<file path="src/ttm_consts.vh">
`ifndef TTM_CONSTS_VH
`define TTM_CONSTS_VH
`define TTM_AW 16
`define TTM_OFS_GEN_EN 16'h9200
`define TTM_OFS_PKT_LEN 16'h9204
`define TTM_OFS_LB_CHK 16'h9208
`define TTM_OFS_CHK_STAT 16'h920c
`define TTM_OFS_SEQ_WRAP 16'h9210
`define TTM_OFS_MACA_FILT 16'h9400
`define TTM_OFS_MACA_LO 16'h9404
`define TTM_OFS_MACA_HI 16'h9408
`define TTM_OFS_MACB_FILT 16'h940c
`define TTM_OFS_MACB_LO 16'h9410
`define TTM_OFS_MACB_HI 16'h9414
`define TTM_OFS_IRQ_STAT 16'h9500
`define TTM_OFS_IRQ_MASK 16'h9504
`define TTM_RST_PKT_LEN 16'h1000
`define TTM_RST_SEQ_WRAP 32'h0000_01ff
`define TTM_RST_MACA_LO 32'haabb_ccdd
`define TTM_RST_MACA_HI 16'heeff
`define TTM_RST_MACB_LO 32'haaaa_cccc
`define TTM_RST_MACB_HI 16'heeee
`define TTM_PKT_LEN_MAX 16'h8000
`define TTM_HALF_MSB 15
`define TTM_BIT_EN 0
`define TTM_BIT_LB 1
`define TTM_BIT_OVF 31
`define TTM_IRQ_W 3
`define TTM_IRQ_CHK 0
`define TTM_IRQ_OVFA 1
`define TTM_IRQ_OVFB 2
`endif

</file>
<file path="src/ttm_ovf_flag.v">
`timescale 1ns/1ns
`default_nettype none
// sticky overflow flag, cleared only by rst_n or the MAC receive path reset
module ttm_ovf_flag (
  input wire clk,
  input wire rst_n,
  input wire rx_reset,
  input wire ovf_evt,
  output reg flag_ff,
  output wire rise
);
  reg nxt_flag;
  always @* begin
    nxt_flag = flag_ff;
    if (rx_reset)
      nxt_flag = 1'b0;
    if (ovf_evt)
      nxt_flag = 1'b1;
  end
  assign rise = ovf_evt & ~flag_ff;
  always @(posedge clk or negedge rst_n) begin
    if (!rst_n)
      flag_ff <= 1'b0;
    else
      flag_ff <= nxt_flag;
  end
endmodule
`default_nettype wire

</file>
<file path="src/ttm_regs.v">
// Operation
// (RULE_01) generator enable bit, starts test traffic
// (RULE_02) packet length field, reset 4096, max 32KB
// (RULE_03) checker enable and loopback enable bits
// (RULE_04) checker mismatch flag, write one clears
// (RULE_05) sequence wrap count, reset 511
// (RULE_06) first MAC promiscuous enable bit
// (RULE_07) first MAC receive overflow readonly flag
// (RULE_08) first MAC station address, two registers
// (RULE_09) second MAC filter control, same layout
// (RULE_10) second MAC station address, two registers
// (RULE_11) undefined bits read zero, ignore writes
// (RULE_12) overflow flags sticky until receive reset
`timescale 1ns/1ns
`default_nettype none
`include "ttm_consts.vh"
module ttm_regs #(
  parameter ADDR_W = `TTM_AW
) (
  input wire SYS_CLK,
  input wire RST_N,
  input wire [ADDR_W-1:0] ADDR,
  input wire [31:0] WDATA,
  input wire WR,
  input wire RD,
  output reg [31:0] RDATA,
  input wire CHK_MISMATCH,
  input wire MACA_RX_OVF,
  input wire MACA_RX_RESET,
  input wire MACB_RX_OVF,
  input wire MACB_RX_RESET,
  output wire GEN_ENABLE,
  output wire [15:0] PKT_LENGTH,
  output wire PKT_LENGTH_ERR,
  output wire CHK_ENABLE,
  output wire LOOPBACK_ENABLE,
  output wire [31:0] SEQ_WRAP,
  output wire MACA_PROMISC,
  output wire [47:0] MACA_ADDR,
  output wire MACB_PROMISC,
  output wire [47:0] MACB_ADDR,
  output wire IRQ
);
  reg gen_en_ff;
  reg [15:0] pkt_len_ff;
  reg chk_en_ff;
  reg lb_en_ff;
  reg chk_err_ff;
  reg [31:0] wrap_ff;
  reg prom_a_ff;
  reg prom_b_ff;
  reg [31:0] maca_lo_ff;
  reg [15:0] maca_hi_ff;
  reg [31:0] macb_lo_ff;
  reg [15:0] macb_hi_ff;
  reg [`TTM_IRQ_W-1:0] irq_stat_ff;
  reg [`TTM_IRQ_W-1:0] irq_mask_ff;
  reg [31:0] nxt_rdata;
  reg [`TTM_IRQ_W-1:0] nxt_irq_stat;
  wire ovf_a;
  wire ovf_b;
  wire rise_a;
  wire rise_b;
  wire chk_rise;

  function wr_hit;
    input [ADDR_W-1:0] ofs;
    begin
      wr_hit = WR && (ADDR == ofs);
    end
  endfunction

  // each MAC has its own flag so one receive reset never clears the other
  ttm_ovf_flag u_ovf_a (
    .clk(SYS_CLK),
    .rst_n(RST_N),
    .rx_reset(MACA_RX_RESET),
    .ovf_evt(MACA_RX_OVF),
    .flag_ff(ovf_a),
    .rise(rise_a)
  ); // RULE_12
  ttm_ovf_flag u_ovf_b (
    .clk(SYS_CLK),
    .rst_n(RST_N),
    .rx_reset(MACB_RX_RESET),
    .ovf_evt(MACB_RX_OVF),
    .flag_ff(ovf_b),
    .rise(rise_b)
  ); // RULE_12

  // next values are decoded in one place, one flop per field below
  reg nxt_gen_en;
  reg [15:0] nxt_pkt_len;
  reg nxt_chk_en;
  reg nxt_lb_en;
  reg [31:0] nxt_wrap;
  reg nxt_prom_a;
  reg nxt_prom_b;
  reg [31:0] nxt_maca_lo;
  reg [15:0] nxt_maca_hi;
  reg [31:0] nxt_macb_lo;
  reg [15:0] nxt_macb_hi;
  reg [`TTM_IRQ_W-1:0] nxt_irq_mask;
  always @* begin
    nxt_gen_en = gen_en_ff;
    nxt_pkt_len = pkt_len_ff;
    nxt_chk_en = chk_en_ff;
    nxt_lb_en = lb_en_ff;
    nxt_wrap = wrap_ff;
    nxt_prom_a = prom_a_ff;
    nxt_prom_b = prom_b_ff;
    nxt_maca_lo = maca_lo_ff;
    nxt_maca_hi = maca_hi_ff;
    nxt_macb_lo = macb_lo_ff;
    nxt_macb_hi = macb_hi_ff;
    nxt_irq_mask = irq_mask_ff;
    if (wr_hit(`TTM_OFS_GEN_EN)) begin
      nxt_gen_en = WDATA[`TTM_BIT_EN]; // RULE_01
    end
    if (wr_hit(`TTM_OFS_PKT_LEN)) begin
      nxt_pkt_len = WDATA[`TTM_HALF_MSB:0]; // RULE_02
    end
    if (wr_hit(`TTM_OFS_LB_CHK)) begin
      nxt_chk_en = WDATA[`TTM_BIT_EN]; // RULE_03
      nxt_lb_en = WDATA[`TTM_BIT_LB]; // RULE_03
    end
    if (wr_hit(`TTM_OFS_SEQ_WRAP)) begin
      nxt_wrap = WDATA; // RULE_05
    end
    if (wr_hit(`TTM_OFS_MACA_FILT)) begin
      nxt_prom_a = WDATA[`TTM_BIT_EN]; // RULE_06
    end
    if (wr_hit(`TTM_OFS_MACB_FILT)) begin
      nxt_prom_b = WDATA[`TTM_BIT_EN]; // RULE_09
    end
    if (wr_hit(`TTM_OFS_MACA_LO)) begin
      nxt_maca_lo = WDATA; // RULE_08
    end
    if (wr_hit(`TTM_OFS_MACA_HI)) begin
      nxt_maca_hi = WDATA[`TTM_HALF_MSB:0]; // RULE_08
    end
    if (wr_hit(`TTM_OFS_MACB_LO)) begin
      nxt_macb_lo = WDATA; // RULE_10
    end
    if (wr_hit(`TTM_OFS_MACB_HI)) begin
      nxt_macb_hi = WDATA[`TTM_HALF_MSB:0]; // RULE_10
    end
    if (wr_hit(`TTM_OFS_IRQ_MASK)) begin
      nxt_irq_mask = WDATA[`TTM_IRQ_W-1:0];
    end
  end

  // reset loads each field's power-up value
  always @(posedge SYS_CLK or negedge RST_N) begin
    if (!RST_N) begin
      gen_en_ff <= 1'b0;
    end else begin
      gen_en_ff <= nxt_gen_en;
    end
  end

  always @(posedge SYS_CLK or negedge RST_N) begin
    if (!RST_N) begin
      pkt_len_ff <= `TTM_RST_PKT_LEN;
    end else begin
      pkt_len_ff <= nxt_pkt_len;
    end
  end

  always @(posedge SYS_CLK or negedge RST_N) begin
    if (!RST_N) begin
      chk_en_ff <= 1'b0;
    end else begin
      chk_en_ff <= nxt_chk_en;
    end
  end

  always @(posedge SYS_CLK or negedge RST_N) begin
    if (!RST_N) begin
      lb_en_ff <= 1'b0;
    end else begin
      lb_en_ff <= nxt_lb_en;
    end
  end

  always @(posedge SYS_CLK or negedge RST_N) begin
    if (!RST_N) begin
      wrap_ff <= `TTM_RST_SEQ_WRAP;
    end else begin
      wrap_ff <= nxt_wrap;
    end
  end

  always @(posedge SYS_CLK or negedge RST_N) begin
    if (!RST_N) begin
      prom_a_ff <= 1'b0;
    end else begin
      prom_a_ff <= nxt_prom_a;
    end
  end

  always @(posedge SYS_CLK or negedge RST_N) begin
    if (!RST_N) begin
      prom_b_ff <= 1'b0;
    end else begin
      prom_b_ff <= nxt_prom_b;
    end
  end

  always @(posedge SYS_CLK or negedge RST_N) begin
    if (!RST_N) begin
      maca_lo_ff <= `TTM_RST_MACA_LO;
    end else begin
      maca_lo_ff <= nxt_maca_lo;
    end
  end

  always @(posedge SYS_CLK or negedge RST_N) begin
    if (!RST_N) begin
      maca_hi_ff <= `TTM_RST_MACA_HI;
    end else begin
      maca_hi_ff <= nxt_maca_hi;
    end
  end

  always @(posedge SYS_CLK or negedge RST_N) begin
    if (!RST_N) begin
      macb_lo_ff <= `TTM_RST_MACB_LO;
    end else begin
      macb_lo_ff <= nxt_macb_lo;
    end
  end

  always @(posedge SYS_CLK or negedge RST_N) begin
    if (!RST_N) begin
      macb_hi_ff <= `TTM_RST_MACB_HI;
    end else begin
      macb_hi_ff <= nxt_macb_hi;
    end
  end

  always @(posedge SYS_CLK or negedge RST_N) begin
    if (!RST_N) begin
      irq_mask_ff <= {`TTM_IRQ_W{1'b0}};
    end else begin
      irq_mask_ff <= nxt_irq_mask;
    end
  end

  // set wins over a same-cycle write-one clear so no mismatch is lost
  always @(posedge SYS_CLK or negedge RST_N) begin
    if (!RST_N) begin
      chk_err_ff <= 1'b0;
    end else if (CHK_MISMATCH && chk_en_ff) begin
      chk_err_ff <= 1'b1; // RULE_04
    end else if (wr_hit(`TTM_OFS_CHK_STAT) && WDATA[`TTM_BIT_EN]) begin
      chk_err_ff <= 1'b0; // RULE_04
    end
  end
  assign chk_rise = CHK_MISMATCH & chk_en_ff & ~chk_err_ff;

  always @* begin
    nxt_irq_stat = irq_stat_ff;
    if (wr_hit(`TTM_OFS_IRQ_STAT)) begin
      nxt_irq_stat = irq_stat_ff & ~WDATA[`TTM_IRQ_W-1:0];
    end
    if (chk_rise) begin
      nxt_irq_stat[`TTM_IRQ_CHK] = 1'b1;
    end
    if (rise_a) begin
      nxt_irq_stat[`TTM_IRQ_OVFA] = 1'b1;
    end
    if (rise_b) begin
      nxt_irq_stat[`TTM_IRQ_OVFB] = 1'b1;
    end
  end
  // status bits latch edges only, so a held event cannot refire after a clear
  always @(posedge SYS_CLK or negedge RST_N) begin
    if (!RST_N) begin
      irq_stat_ff <= {`TTM_IRQ_W{1'b0}};
    end else begin
      irq_stat_ff <= nxt_irq_stat;
    end
  end

  // unmapped offsets and undefined bits read zero
  always @* begin
    nxt_rdata = 32'h0000_0000;
    case (ADDR)
      `TTM_OFS_GEN_EN: nxt_rdata[`TTM_BIT_EN] = gen_en_ff; // RULE_11
      `TTM_OFS_PKT_LEN: nxt_rdata[15:0] = pkt_len_ff;
      `TTM_OFS_LB_CHK: begin
        nxt_rdata[`TTM_BIT_EN] = chk_en_ff;
        nxt_rdata[`TTM_BIT_LB] = lb_en_ff;
      end
      `TTM_OFS_CHK_STAT: nxt_rdata[`TTM_BIT_EN] = chk_err_ff;
      `TTM_OFS_SEQ_WRAP: nxt_rdata = wrap_ff;
      `TTM_OFS_MACA_FILT: begin
        nxt_rdata[`TTM_BIT_EN] = prom_a_ff;
        nxt_rdata[`TTM_BIT_OVF] = ovf_a; // RULE_07
      end
      `TTM_OFS_MACA_LO: nxt_rdata = maca_lo_ff;
      `TTM_OFS_MACA_HI: nxt_rdata[15:0] = maca_hi_ff;
      `TTM_OFS_MACB_FILT: begin
        nxt_rdata[`TTM_BIT_EN] = prom_b_ff;
        nxt_rdata[`TTM_BIT_OVF] = ovf_b; // RULE_09
      end
      `TTM_OFS_MACB_LO: nxt_rdata = macb_lo_ff;
      `TTM_OFS_MACB_HI: nxt_rdata[15:0] = macb_hi_ff;
      `TTM_OFS_IRQ_STAT: nxt_rdata[`TTM_IRQ_W-1:0] = irq_stat_ff;
      `TTM_OFS_IRQ_MASK: nxt_rdata[`TTM_IRQ_W-1:0] = irq_mask_ff;
      default: nxt_rdata = 32'h0000_0000;
    endcase
  end
  // zero outside the read cycle keeps stale data off a shared return bus
  always @(posedge SYS_CLK or negedge RST_N) begin
    if (!RST_N) begin
      RDATA <= 32'h0000_0000;
    end else if (RD) begin
      RDATA <= nxt_rdata;
    end else begin
      RDATA <= 32'h0000_0000;
    end
  end

  assign GEN_ENABLE = gen_en_ff;
  assign PKT_LENGTH = pkt_len_ff;
  // oversized lengths are stored as written; the flag lets the generator refuse them
  assign PKT_LENGTH_ERR = (pkt_len_ff > `TTM_PKT_LEN_MAX); // RULE_02
  assign CHK_ENABLE = chk_en_ff;
  assign LOOPBACK_ENABLE = lb_en_ff;
  assign SEQ_WRAP = wrap_ff;
  assign MACA_PROMISC = prom_a_ff;
  assign MACA_ADDR = {maca_hi_ff, maca_lo_ff};
  assign MACB_PROMISC = prom_b_ff;
  assign MACB_ADDR = {macb_hi_ff, macb_lo_ff};
  assign IRQ = |(irq_stat_ff & irq_mask_ff);
endmodule
`default_nettype wire

</file>
<file path="config.mk">
export PLATFORM = sky130hd
export DESIGN_NAME = ttm_regs
export DESIGN_NICKNAME = d
export VERILOG_FILES = /design/src/ttm_ovf_flag.v /design/src/ttm_regs.v
export VERILOG_INCLUDE_DIRS = /design/src
export SDC_FILE = /design/constraint.sdc
export NUM_CORES = 1
export LEC_CHECK = 0
export BUFFER_PORTS_ARGS = -buffer_cell sky130_fd_sc_hd__buf_2
export CORE_MARGIN = 2
export CORE_UTILIZATION = 55
export CTS_CLUSTER_SIZE = 14
export DETAILED_ROUTE_END_ITERATION = 16
export HOLD_SLACK_MARGIN = 0.05
export PLACE_DENSITY = 0.84
export SLEW_MARGIN = 20
export SYNTH_ARGS = -nofsm -noshare
export SYNTH_HDL_FRONTEND = slang
export SYNTH_SLANG_ARGS = --single-unit
</file>
<file path="constraint.sdc">
create_clock -name SYS_CLK -period 2.5 [get_ports SYS_CLK]
set_input_delay 0.375 -clock SYS_CLK [delete_from_list [all_inputs] [get_ports SYS_CLK]]
set_output_delay 0.375 -clock SYS_CLK [all_outputs]
set_load 0.02 [all_outputs]
</file>
# After elaboration in Yosys (flattened, before gate mapping)
# Index checks and enable logic that the tools add are counted.
# W data, S select, Z words.
[totals]
out_inout_bits = 183
ramBits = 0
rom_bits = 0
latch_bits = 0
mem_count = 0
ff_bits = 190
wordCells = 82
[op_classes]
eq_ne = 13
multipliers = 0
n_div = 0
n_mux = 17
n_addsub = 0
n_bitwise = 10
n_lt_le_gt_ge = 1
n_reduce_logical = 22
shift = 0
[op_table]
columns = ["operator", "count"]
rows = [
  ["$eq A16 B16 Y1 const B", 13],
  ["$pmux W13 S6", 1],
  ["$pmux W15 S3", 1],
  ["$mux W32", 1],
  ["$gt A16 B16 Y1 const B", 1],
  ["$logic_and A1 B1 Y1", 15],
  ["$pmux W1 S13", 1],
  ["$reduce_bool A2 Y1", 6],
  ["$mux W1", 9],
  ["$pmux W1 S9", 1],
  ["$pmux W1 S8", 1],
  ["$and A3 B3 Y3", 2],
  ["$pmux W1 S5", 1],
  ["$and A1 B1 Y1", 4],
  ["$mux W3", 1],
  ["$not A1 Y1", 3],
  ["$not A3 Y3", 1],
  ["$reduce_or A3 Y1", 1],
]

# Depth between registers and ports, before layout
# Gate-level depths: netlist of run 1.
[depth]
word_depth = 5
mapped_depth = 7
mapped_depth_nobuf = 5

# By module
# From an unflattened synthesis of run 1, not the netlist that was laid out.
[hier_totals]
cells_unflattened = 565
hier_area_um2 = 8255.4
[by_module_without_submodules]
columns = ["mod", "instances", "seq_area_each_um2", "cells_each", "area_per_inst_um2"]
rows = [
  ["ttm_regs", 1, 4794.6, 557, 8170.3],
  ["ttm_ovf_flag", 2, 25.0, 4, 42.5],
]

# Worst setup path before layout of run 1
# Ideal clock, no wire load.
[synth_timing]
kind = "input-to-reg"
startpoint = "input ADDR[8]"
endpoint = "register wrap_ff[10], in the netlist SEQ_WRAP[10]"
path_stages = 6
path_buffers = 2
arrival_ns = 2.093
setup_ns = 0.125
setup_slack_ns = 0.282
t_required_ns = 2.375
cell_sequence = "or4b_4 buf_4 nor4_2 nand2_1 buf_2 mux2_2"
[synth_between]
elab_chain_len = 2
[synth_lines]
columns = ["element", "line_no", "source"]
rows = [
  ["start, declared", "ttm_regs.v:22", "input wire [ADDR_W-1:0] ADDR,"],
  ["$eq A16 B16 Y1", "ttm_regs.v:69", "wr_hit = WR && (ADDR == ofs);"],
  ["$logic_and A1 B1 Y1", "ttm_regs.v:69", ""],
  ["end signal, assigned", "ttm_regs.v:188", "wrap_ff <= `TTM_RST_SEQ_WRAP;"],
  ["end signal, assigned", "ttm_regs.v:190", "wrap_ff <= nxt_wrap;"],
  ["end, declared", "ttm_regs.v:49", "reg [31:0] wrap_ff;"],
]
# No other way between the ends.
# A chain may end at the register's enable or synchronous reset.

# Worst setup path after layout of run 1
[layout_timing]
startpoint = "input ADDR[5]"
endpoint = "register RDATA[8]"
[layout_between]
elab_chain_len = 3
[layout_lines]
columns = ["element", "line_no", "source"]
rows = [
  ["$eq A16 B16 Y1", "ttm_regs.v:289", "case (ADDR)"],
  ["$pmux W13 S6 *", "ttm_regs.v:289", ""],
  ["$mux W32 *", "ttm_regs.v:319", "end else if (RD) begin"],
  ["end signal, assigned", "ttm_regs.v:320", "RDATA <= nxt_rdata;"],
  ["end, declared", "ttm_regs.v:26", "output reg [31:0] RDATA,"],
]
# Mark *: on every way between the ends. The rest lies on a longest branch, timed or not.

==> results.md, run 1 <==
* CTS max path bufs at 2
* Clk_lat worst skew at 0.43 ns
* Slew Limit Fails at 0
* Register area share after synthesis at 0.596
* # port buffers at 239
* Yosys top cell area share at 0.363
* Overall global routing resource usage at 0.307
* Die Span X at 126 um
* Clock Sinks at 190
* Crit path launch type: input port
* Synth Instances at roughly 570
* Diode count at 0
* Slowest stage delay, CP at 0.88 ns
* Setup bufs post-CTS at 0
* Endpoints failing hold at 0
* # DRC at 0
* Finished Cell Area at between 10000 and 15000 um^2
* Synth top area cells: dfrtp_1 36%, dfstp_2 23%, mux2_2 18%
* Tot Pwr at ~6.0 mW
* Max_slew headroom at 0.534
* Final worst slack at 0.459 ns
* Final core utilization at 0.716
* DRT Wirelength at 23900 um
* Syn Nets at 630
* Number of synthesized flops with an enable pin at 0
* Cell Area, Synth at between 8000 and 9000 um^2
* Min-delay worst type: in -> reg
* Post-route ant nets at 0
* Most frequent cells in the layout: 238 x buf_2, 131 x mux2_2, 118 x dfrtp_1
* Pre-CTS setup slack at 0.0460 ns
* Critical path arrival at 2.38 ns
* Initial drt markers at 573
* TritonCTS Buffers at 17
* Area after DPL at slightly below 10000 um^2
* Global route total overflow at 0
* Drt pass-1 iters at 6
* Most common cell after layout, fill and taps aside: buf_2
* Synth cell types at 46
* Cell family with most CP delay: simple AND/OR/NAND/NOR gates
* Post-route setup TNS at 0 ns
* H-tree level count at 4
* Clk_skew at 0.00855 ns
* Site Rows at 44
* Fin crit share at 0.816
* HPWL Detailed at 17000 um
* Setup Crit Path Kind: in -> reg
* Flops & latches, synth at 190
* Max-Cap Viols at 0
* Crit end category: flop
* Initial antenna violation count at 0
* Worst-Margin Slew at 0.699 ns
* First-pass GRT wire length at between 30000 and 40000 um
* DIE AREA at roughly 16000 um^2
* Fmax at 0.490 GHz
* Final min period at slightly above 2 ns
* CTS tree: yes
* Max IR drop VDD at 455 uV
* Initial cell density of the core at 0.562
* Critical path buffer and inverter count at 2
* Main synth FF type: dfrtp_1
* Routed vias/inst at around 6
* Slowest CP cell: or4b_2
* Worst-path maximum fanout at 8
* Die Ht at 126 um
* Core Region at 14500 um^2
* Clk root buf: clkbuf_16
* Outcome: completed
* Vias post-DR at 6373
* CP Cell Sequence: buf_2 > or4b_2 > nor4_2 > buf_4 > a22oi_1 > a31oi_1
* Hold_sp: MACB_RX_RESET
* Setup violations, final at 0
* Area Overhead vs Synth at 27.6%
* R2r setup slk at 1.09 ns
* Worst setup path startpoint: ADDR[5]
* RSZ-0062 raised after global routing: false
* Top Ports at 240
* Yosys warns at 0
* Largest net degree at the start of global routing at 82
* Avg Cell Area, Syn at 14.2 um^2
* Vias in the first global route at 6600
* Worst R2R Start: u_ovf_a.flag_ff
* PD cells at 575 nW/um^2
* Nets at 893
* GPL Wtd Cong at 0.925
* WL/cell at 23.1 um
* Dominant cell type by area after synthesis: dfrtp_1
* Clock slew at reported path FFs at 0.06 ns
* Required @ worst endpoint at 2.83 ns
* Pleak at around 5.4 nW
* Layout cell share with drive strength beyond 1 at 0.624
* Synth async-reset ratio at 1.00
-- where the power goes --
part,total [mW],switching [mW],internal [mW]
clock,2.67,1.14,1.53
sequential,3.09,0.00227,3.08
combinational,0.210,0.150,0.0593
-- final cells by class --
class	instances	area, um^2
Clock buffer	23	468
Multi-Input combinational cell	338	3100
Clock inverter	9	109
Tap cell	184	230
Fill cell	988	4110
Sequential cell	190	4840
Timing Repair Buffer	283	1600
Inverter	6	22.5
-- cells by family (layout without fill, tap and decap cells) --
kind of cell	Yosys count	count (layout)	share of synthesized area
buffers and inverters	45	321	0.0262
AND/OR/NAND/NOR	89	89	0.0728
flip-flops	190	190	0.596
multiplexers	152	152	0.210
AO/OA/AOI/OAI	97	97	0.0948
-- per-stage QoR --
stage,instances,hold WS [ns]
2_1_floorplan,573,0.0794
3_3_place_gp,1000,0.384
3_5_place_dp,1000,0.389
4_1_cts,1033,0.0932
5_1_grt,1033,0.103
6_report,1033,0.109
-- flip-flops by register name, indices dropped and copies added, names as in the netlist --
register,count
u_ovf_b.flag_ff,1
maca_lo_ff,32
macb_hi_ff,16
MACA_PROMISC,1
u_ovf_a.flag_ff,1
RDATA,32
LOOPBACK_ENABLE,1
irq_stat_ff,3
chk_err_ff,1
irq_mask_ff,3
PKT_LENGTH,16
GEN_ENABLE,1
MACB_PROMISC,1
SEQ_WRAP,32
CHK_ENABLE,1
macb_lo_ff,32
maca_hi_ff,16
-- worst paths after layout --
kind,cells past startpoint,to
setup reg to reg,4,RDATA[31]
max in group asynchronous,3,maca_hi_ff[11]
hold reg to reg,1,irq_stat_ff[0]
hold / removal,2,u_ovf_b.flag_ff
setup / recovery,6,RDATA[8]
min in group asynchronous,2,maca_lo_ff[26]
-- synthesized netlist by cell type, types with 2 or more instances --
cell type and instances:
dfrtp_1 118, dfstp_2 72, nor4_1 15, buf_2 14, mux2_2 131, a31oi_1 5
a22oi_1 20, nand2_2 3, inv_1 6, or4b_2 2, o31ai_1 2, a32oi_1 2
nor4_4 5, or4_1 2, clkbuf_1 18, o21bai_1 3, nor3_1 3, nor4_2 2
nand2_1 21, a22o_1 5, nor4b_1 2, nor2b_1 2, a222oi_1 33, buf_4 5
or4bb_1 2, a221oi_1 2, o22ai_1 2, nor2_1 15, or3_1 2, mux2_1 21
nand3_1 5, o2bb2ai_1 2, a21oi_1 18
-- routing by layer --
layer | track usage | vias up | wire length (um)
met5 | 0 | - | 0
met4 | 0.121 | 0 | 597
met3 | 0.0886 | 56 | 2320
met2 | 0.500 | 362 | 11500
met1 | 0.390 | 3217 | 9440
li1 | - | 2738 | -
-- timing repair --
action	4_1_cts	5_1_grt
hold buffers	1	0
gates resized for setup	0	0
endpoints found under the setup margin	0	0
hold endpoints to repair	34	0
Note: power is estimated with default switching activity, not from simulation.
==> run 2, diff against run 1 <==
--- a/config.mk
+++ b/config.mk
@@ -8,11 +8,11 @@
 export LEC_CHECK = 0
 export BUFFER_PORTS_ARGS = -buffer_cell sky130_fd_sc_hd__buf_2
 export CORE_MARGIN = 2
-export CORE_UTILIZATION = 55
+export CORE_UTILIZATION = 52
 export CTS_CLUSTER_SIZE = 14
 export DETAILED_ROUTE_END_ITERATION = 16
 export HOLD_SLACK_MARGIN = 0.05
-export PLACE_DENSITY = 0.84
+export PLACE_DENSITY = 0.8
 export SLEW_MARGIN = 20
 export SYNTH_ARGS = -nofsm -noshare
 export SYNTH_HDL_FRONTEND = slang
==> constraint.sdc (replaced) <==
create_clock -name SYS_CLK -period 1.9 [get_ports SYS_CLK]
set_input_delay 0.285 -clock SYS_CLK [delete_from_list [all_inputs] [get_ports SYS_CLK]]
set_output_delay 0.285 -clock SYS_CLK [all_outputs]
set_load 0.02 [all_outputs]
==> results.md, run 2 (synthesized netlist as in run 1, its figures left out) <==
* Max-Cap Viols at 0
* Combinational power share at 0.043
* Fillers at ~1000
* Diode count at 0
* Die Ht at about 130 um
* Crit end category: flop
* Max IR drop VDD at between 600 and 700 uV
* Area Overhead vs Synth at 33.2%
* Largest net degree at the start of global routing at 48
* Top Ports at 240
* Cell family with most CP delay: simple AND/OR/NAND/NOR gates
* Met2 WL post-DR at 12000 um
* Pleak at 5.62 nW
* Switching pwr at 1.67 mW
* DIE AREA at 16700 um^2
* Crit path launch type: input port
* Initial antenna violation count at 0
* Vias in the first global route at 6621
* Clk root buf: clkbuf_16
* Slowest CP cell: or4b_4
* Min-delay worst type: in -> reg
* # port buffers at 239
* Setup bufs post-CTS at 0
* Setup violations, final at 0
* Internal power at 5.91 mW
* Slowest stage delay, CP at 0.60 ns
* # DRC at 0
* First-pass GRT wire length at 37500 um
* Initial cell density of the core at 0.533
* Required @ worst endpoint at approximately 2.2 ns
* TritonCTS Buffers at 17
* Layout cell share with drive strength beyond 1 at 0.663
* R2r setup slk at 0.51 ns
* Sw Share at 0.220
* Overall global routing resource usage at 0.299
* Metal-1 WL at ~9700 um
* Most common cell after layout, fill and taps aside: buf_2
* Outcome: completed
* Initial drt markers at 541
* CTS max path bufs at 2
* HPWL Detailed at 17400 um
* WL/cell at 22.5 um
* Critical path buffer and inverter count at 2
* Die Span X at 129 um
* RSZ-0062 raised after global routing: false
* Routed vias/inst at approximately 6
* Core Region at approximately 15000 um^2
* Worst path depth at 7
* Vias post-DR at ~6600
* CP Cell Sequence: buf_2 > or4b_4 > nor4_4 > buf_4 > a22oi_1 > and4_1 > a31oi_1
* Post-route ant nets at 0
* CTS tree: yes
* Fmax at 0.552 GHz
* Slew Limit Fails at 0
* PD cells at between 600 and 700 nW/um^2
* Clk_lat worst skew at 0.44 ns
* Minimum hold slack at 0.0942 ns
* Top Layer Used: met4
* Global route total overflow at 0
* Max_slew headroom at 0.521
* Final min period at 1.81 ns
* Drt pass-1 iters at 8
* DRT Wirelength at between 20000 and 25000 um
* Worst-path maximum fanout at 9
* H-tree level count at 4
* Worst-Margin Slew at 0.718 ns
* GPL Wtd Cong at ~0.9
* WL met3 at 2310 um
* R2r worst-path depth at 4
* Endpoints failing hold at 0
* Hold depth at 3
* Site Rows at 45
* Most frequent cells in the layout: 238 x buf_2, 131 x mux2_2, 118 x dfrtp_1
* Fin crit share at 0.953
* Sequential share of power at 0.536
* Clk_skew at 0.00653 ns
* Clock Sinks at 190
* Pre-CTS setup slack at -0.336 ns
* Placed cells at approximately 1100
* Setup Crit Path Kind: in -> reg
* Critical path arrival at 2.15 ns
* Share of total power in the clock network at 0.422
* Final core utilization at 0.710
* Nets at 924
* Layout Cells excl Fill at 1091
* Final worst slack at 0.0899 ns
* Clock slew at reported path FFs at around 0.070 ns
run 2: worst paths after layout:
check,from,end
min in group asynchronous,RST_N,SEQ_WRAP[31]
worst min-delay path,CHK_MISMATCH,chk_err_ff
max in group asynchronous,RST_N,maca_lo_ff[16]
worst max register to register,u_ovf_a.flag_ff,RDATA[31]
worst min register to register,SEQ_WRAP[20],SEQ_WRAP[20]
worst max-delay path,ADDR[14],RDATA[0]
run 2: power groups by stage:
stage	Clock [mW]	Combinational (mW)	Sequential [mW]
after global placement	0	0.303	4.13
after global routing	3.41	0.354	4.06
after detailed placement	0	0.314	4.13
after CTS	3.25	0.323	4.06
after floorplan	0	0.0657	4.13
final	3.20	0.323	4.06
run 2: layout make-up:
type,count,area (um^2),share of cell area
Multi-Input combinational cell,338,3250,0.300
Clock buffer,26,479,0.0442
Clock inverter,6,40.0,0.00370
Sequential cell,190,4840,0.447
Tap cell,211,264,0.0244
Timing Repair Buffer,314,1930,0.178
Inverter,6,22.5,0.00208
run 2: worst register-to-register path, stage by stage (launching register included):
cell,delay [ns]
dfrtp_1,0.41
a222oi_1,0.41
nor4_1,0.14
a221oi_1,0.23
nor2_1,0.07
run 2: per-stage QoR:
stage | area [um^2] | TNS [ns] | total power, mW
4_1_cts | 10800 | 0 | 7.63
5_1_grt | 10800 | 0 | 7.82
3_5_place_dp | 10200 | -38.61 | 4.44
6_report | 10800 | 0 | 7.58
2_1_floorplan | 8400 | -8.34 | 4.20
3_3_place_gp | 10200 | -35.19 | 4.43
run 2: timing repair:
action                                  in CTS  in global routing
hold buffers                                 4                  1
pin swaps                                    0                  1
hold endpoints to repair                    33                  1
resized for setup                            1                  3
endpoints found under the setup margin       1                  3
run 2: per-layer routing:
| layer | track usage | vias to the layer above |
|---|---|---|
| li1 | - | 2802 |
| met1 | 0.389 | 3334 |
| met2 | 0.493 | 379 |
| met3 | 0.0710 | 52 |
| met4 | 0.109 | 0 |
| met5 | 0 | - |
==> run 3, diff against run 2 <==
--- a/config.mk
+++ b/config.mk
@@ -12,7 +12,7 @@
 export CTS_CLUSTER_SIZE = 14
 export DETAILED_ROUTE_END_ITERATION = 16
 export HOLD_SLACK_MARGIN = 0.05
-export PLACE_DENSITY = 0.8
+export PLACE_DENSITY = 0.77
 export SLEW_MARGIN = 20
 export SYNTH_ARGS = -nofsm -noshare
 export SYNTH_HDL_FRONTEND = slang
==> results.md, run 3 (synthesized netlist as in run 1, its figures left out) <==
* Outcome: completed
* Initial cell density of the core at 0.533
* Endpoints failing hold at 0
* Min-delay worst type: in -> reg
* Max_slew headroom at 0.538
* TritonCTS Buffers at 17
* Initial drt markers at 456
* Area of the multi-input gates at 3260 um^2
* Final worst slack at 0.0370 ns
* Clk_skew at 0.00557 ns
* Crit end category: flop
* Worst setup path startpoint: ADDR[14]
* Nets at 919
* Worst-path maximum fanout at 11
* Initial antenna violation count at 0
* Slew Limit Fails at 0
* Max IR drop VDD at 611 uV
* Slowest stage delay, CP at around 0.65 ns
* Core Region at 15300 um^2
* CTS max path bufs at 2
* First-pass GRT wire length at around 37000 um
* RSZ-0062 raised after global routing: false
* Vias post-DR at 6384
* Global route total overflow at 0
* DRT Wirelength at between 20000 and 25000 um
* CTS tree: yes
* DIE AREA at between 15000 and 20000 um^2
* Vias in the first global route at 6744
* Setup violations, final at 0
* Diode count at 0
* H-tree level count at 4
* HPWL Detailed at approximately 17000 um
* Post-route ant nets at 0
* Site Rows at 45
* CP Cell Sequence: buf_2 > or4b_4 > buf_12 > nor4_4 > buf_6 > a222oi_1 > a21oi_1
* Finished Cell Area at 10900 um^2
* Clk_lat worst skew at 0.42 ns
* Fin crit share at 0.981
* WL/cell at 22.3 um
* Clock Sinks at 190
* FF+latch area at around 4800 um^2
* Post-route setup TNS at 0 ns
* Pre-CTS setup slack at -0.365 ns
* Routed vias/inst at 5.88
* # port buffers at 239
* # DRC at 0
* Final core utilization at 0.715
* Setup Crit Path Kind: in -> reg
* Die Ht at 129 um
* Fmax at ~0.54 GHz
* Area Overhead vs Synth at 34.2%
* Final min period at 1.86 ns
* Required @ worst endpoint at about 2.2 ns
* Layout cell share with drive strength beyond 1 at 0.673
* Clock slew at reported path FFs at 0.07 ns
* GPL Wtd Cong at 0.901
* Fillers at 1055
* Critical path buffer and inverter count at 3
* PD cells at 747 nW/um^2
* Worst R2R Start: u_ovf_a.flag_ff
* Cell family with most CP delay: simple AND/OR/NAND/NOR gates
* Slowest CP cell: or4b_4
* Overall global routing resource usage at 0.294
* Worst-Margin Slew at 0.692 ns
* Drt pass-1 iters at 5
* Critical path arrival at roughly 2.2 ns
* Largest net degree at the start of global routing at 65
* Clk root buf: clkbuf_16
* Die Span X at 129 um
* Most frequent cells in the layout: 238 x buf_2, 131 x mux2_2, 118 x dfrtp_1
* Pleak at 5.66 nW
* Top Ports at 240
* Area after DPL at 10200 um^2
* Crit path launch type: input port
* Hold_sp: MACA_RX_OVF
* Minimum hold slack at roughly 0.075 ns
* Most common cell after layout, fill and taps aside: buf_2
* Max-Cap Viols at 0
## run 3: changes by cell type in the layout (fill, tap and decap cells not counted), sizes merged
cell         change
buf              -3
bufinv           +3
clkbuf           -8
clkinv           -1
dlygate4sd3      -2
inv              +6
## run 3: final timing paths
| check | end | slack, ns | depth (start not counted) |
|---|---|---|---|
| max in group asynchronous | maca_lo_ff[11] | 0.82 | 3 |
| hold reg to reg | macb_lo_ff[4] | 0.54 | 1 |
| setup reg to reg | RDATA[31] | 0.55 | 4 |
| hold / removal | u_ovf_a.flag_ff | 0.08 | 2 |
| min in group asynchronous | maca_lo_ff[22] | 0.35 | 2 |
| setup / recovery | RDATA[11] | 0.04 | 7 |
## run 3: cell type report
class                      count  area share
multi-input combinational    338       0.299
clock inverter                14      0.0161
clock buffer                  18      0.0413
inverter                       6     0.00206
sequential                   190       0.444
timing repair buffer         309       0.173
tap                          211      0.0242
## run 3: worst reg2reg max path, cell delays in order (launching register included)
cell      delay (ns)
dfrtp_1         0.40
a222oi_1        0.40
nor4_1          0.12
a221oi_1        0.22
nor2_1          0.06
## run 3: power by group
part / total, mW / switching (mW) / internal (mW)
sequential: 4.06 / 0.00373 / 4.06
clock: 3.78 / 1.60 / 2.18
combinational: 0.314 / 0.205 / 0.109
## run 3: repair_timing
action	in CTS	in global routing
pin swaps	0	2
setup buffers	0	0
resized for setup	1	6
endpoints found under the setup margin	1	3
endpoints found under the hold margin	26	0
hold buffers	3	0
## run 3: metal layers
metal	wire length (um)	track usage	up-vias
met3	1760	0.0677	44
li1	-	-	2787
met2	12100	0.503	305
met4	609	0.107	0
met1	9790	0.367	3248
met5	0	0	-
## run 3: stage by stage
stage	instances	power, mW
6_report	1086	8.15
3_5_place_dp	1051	4.44
3_3_place_gp	1051	4.43
5_1_grt	1086	8.39
4_1_cts	1086	8.20
2_1_floorplan	573	4.20
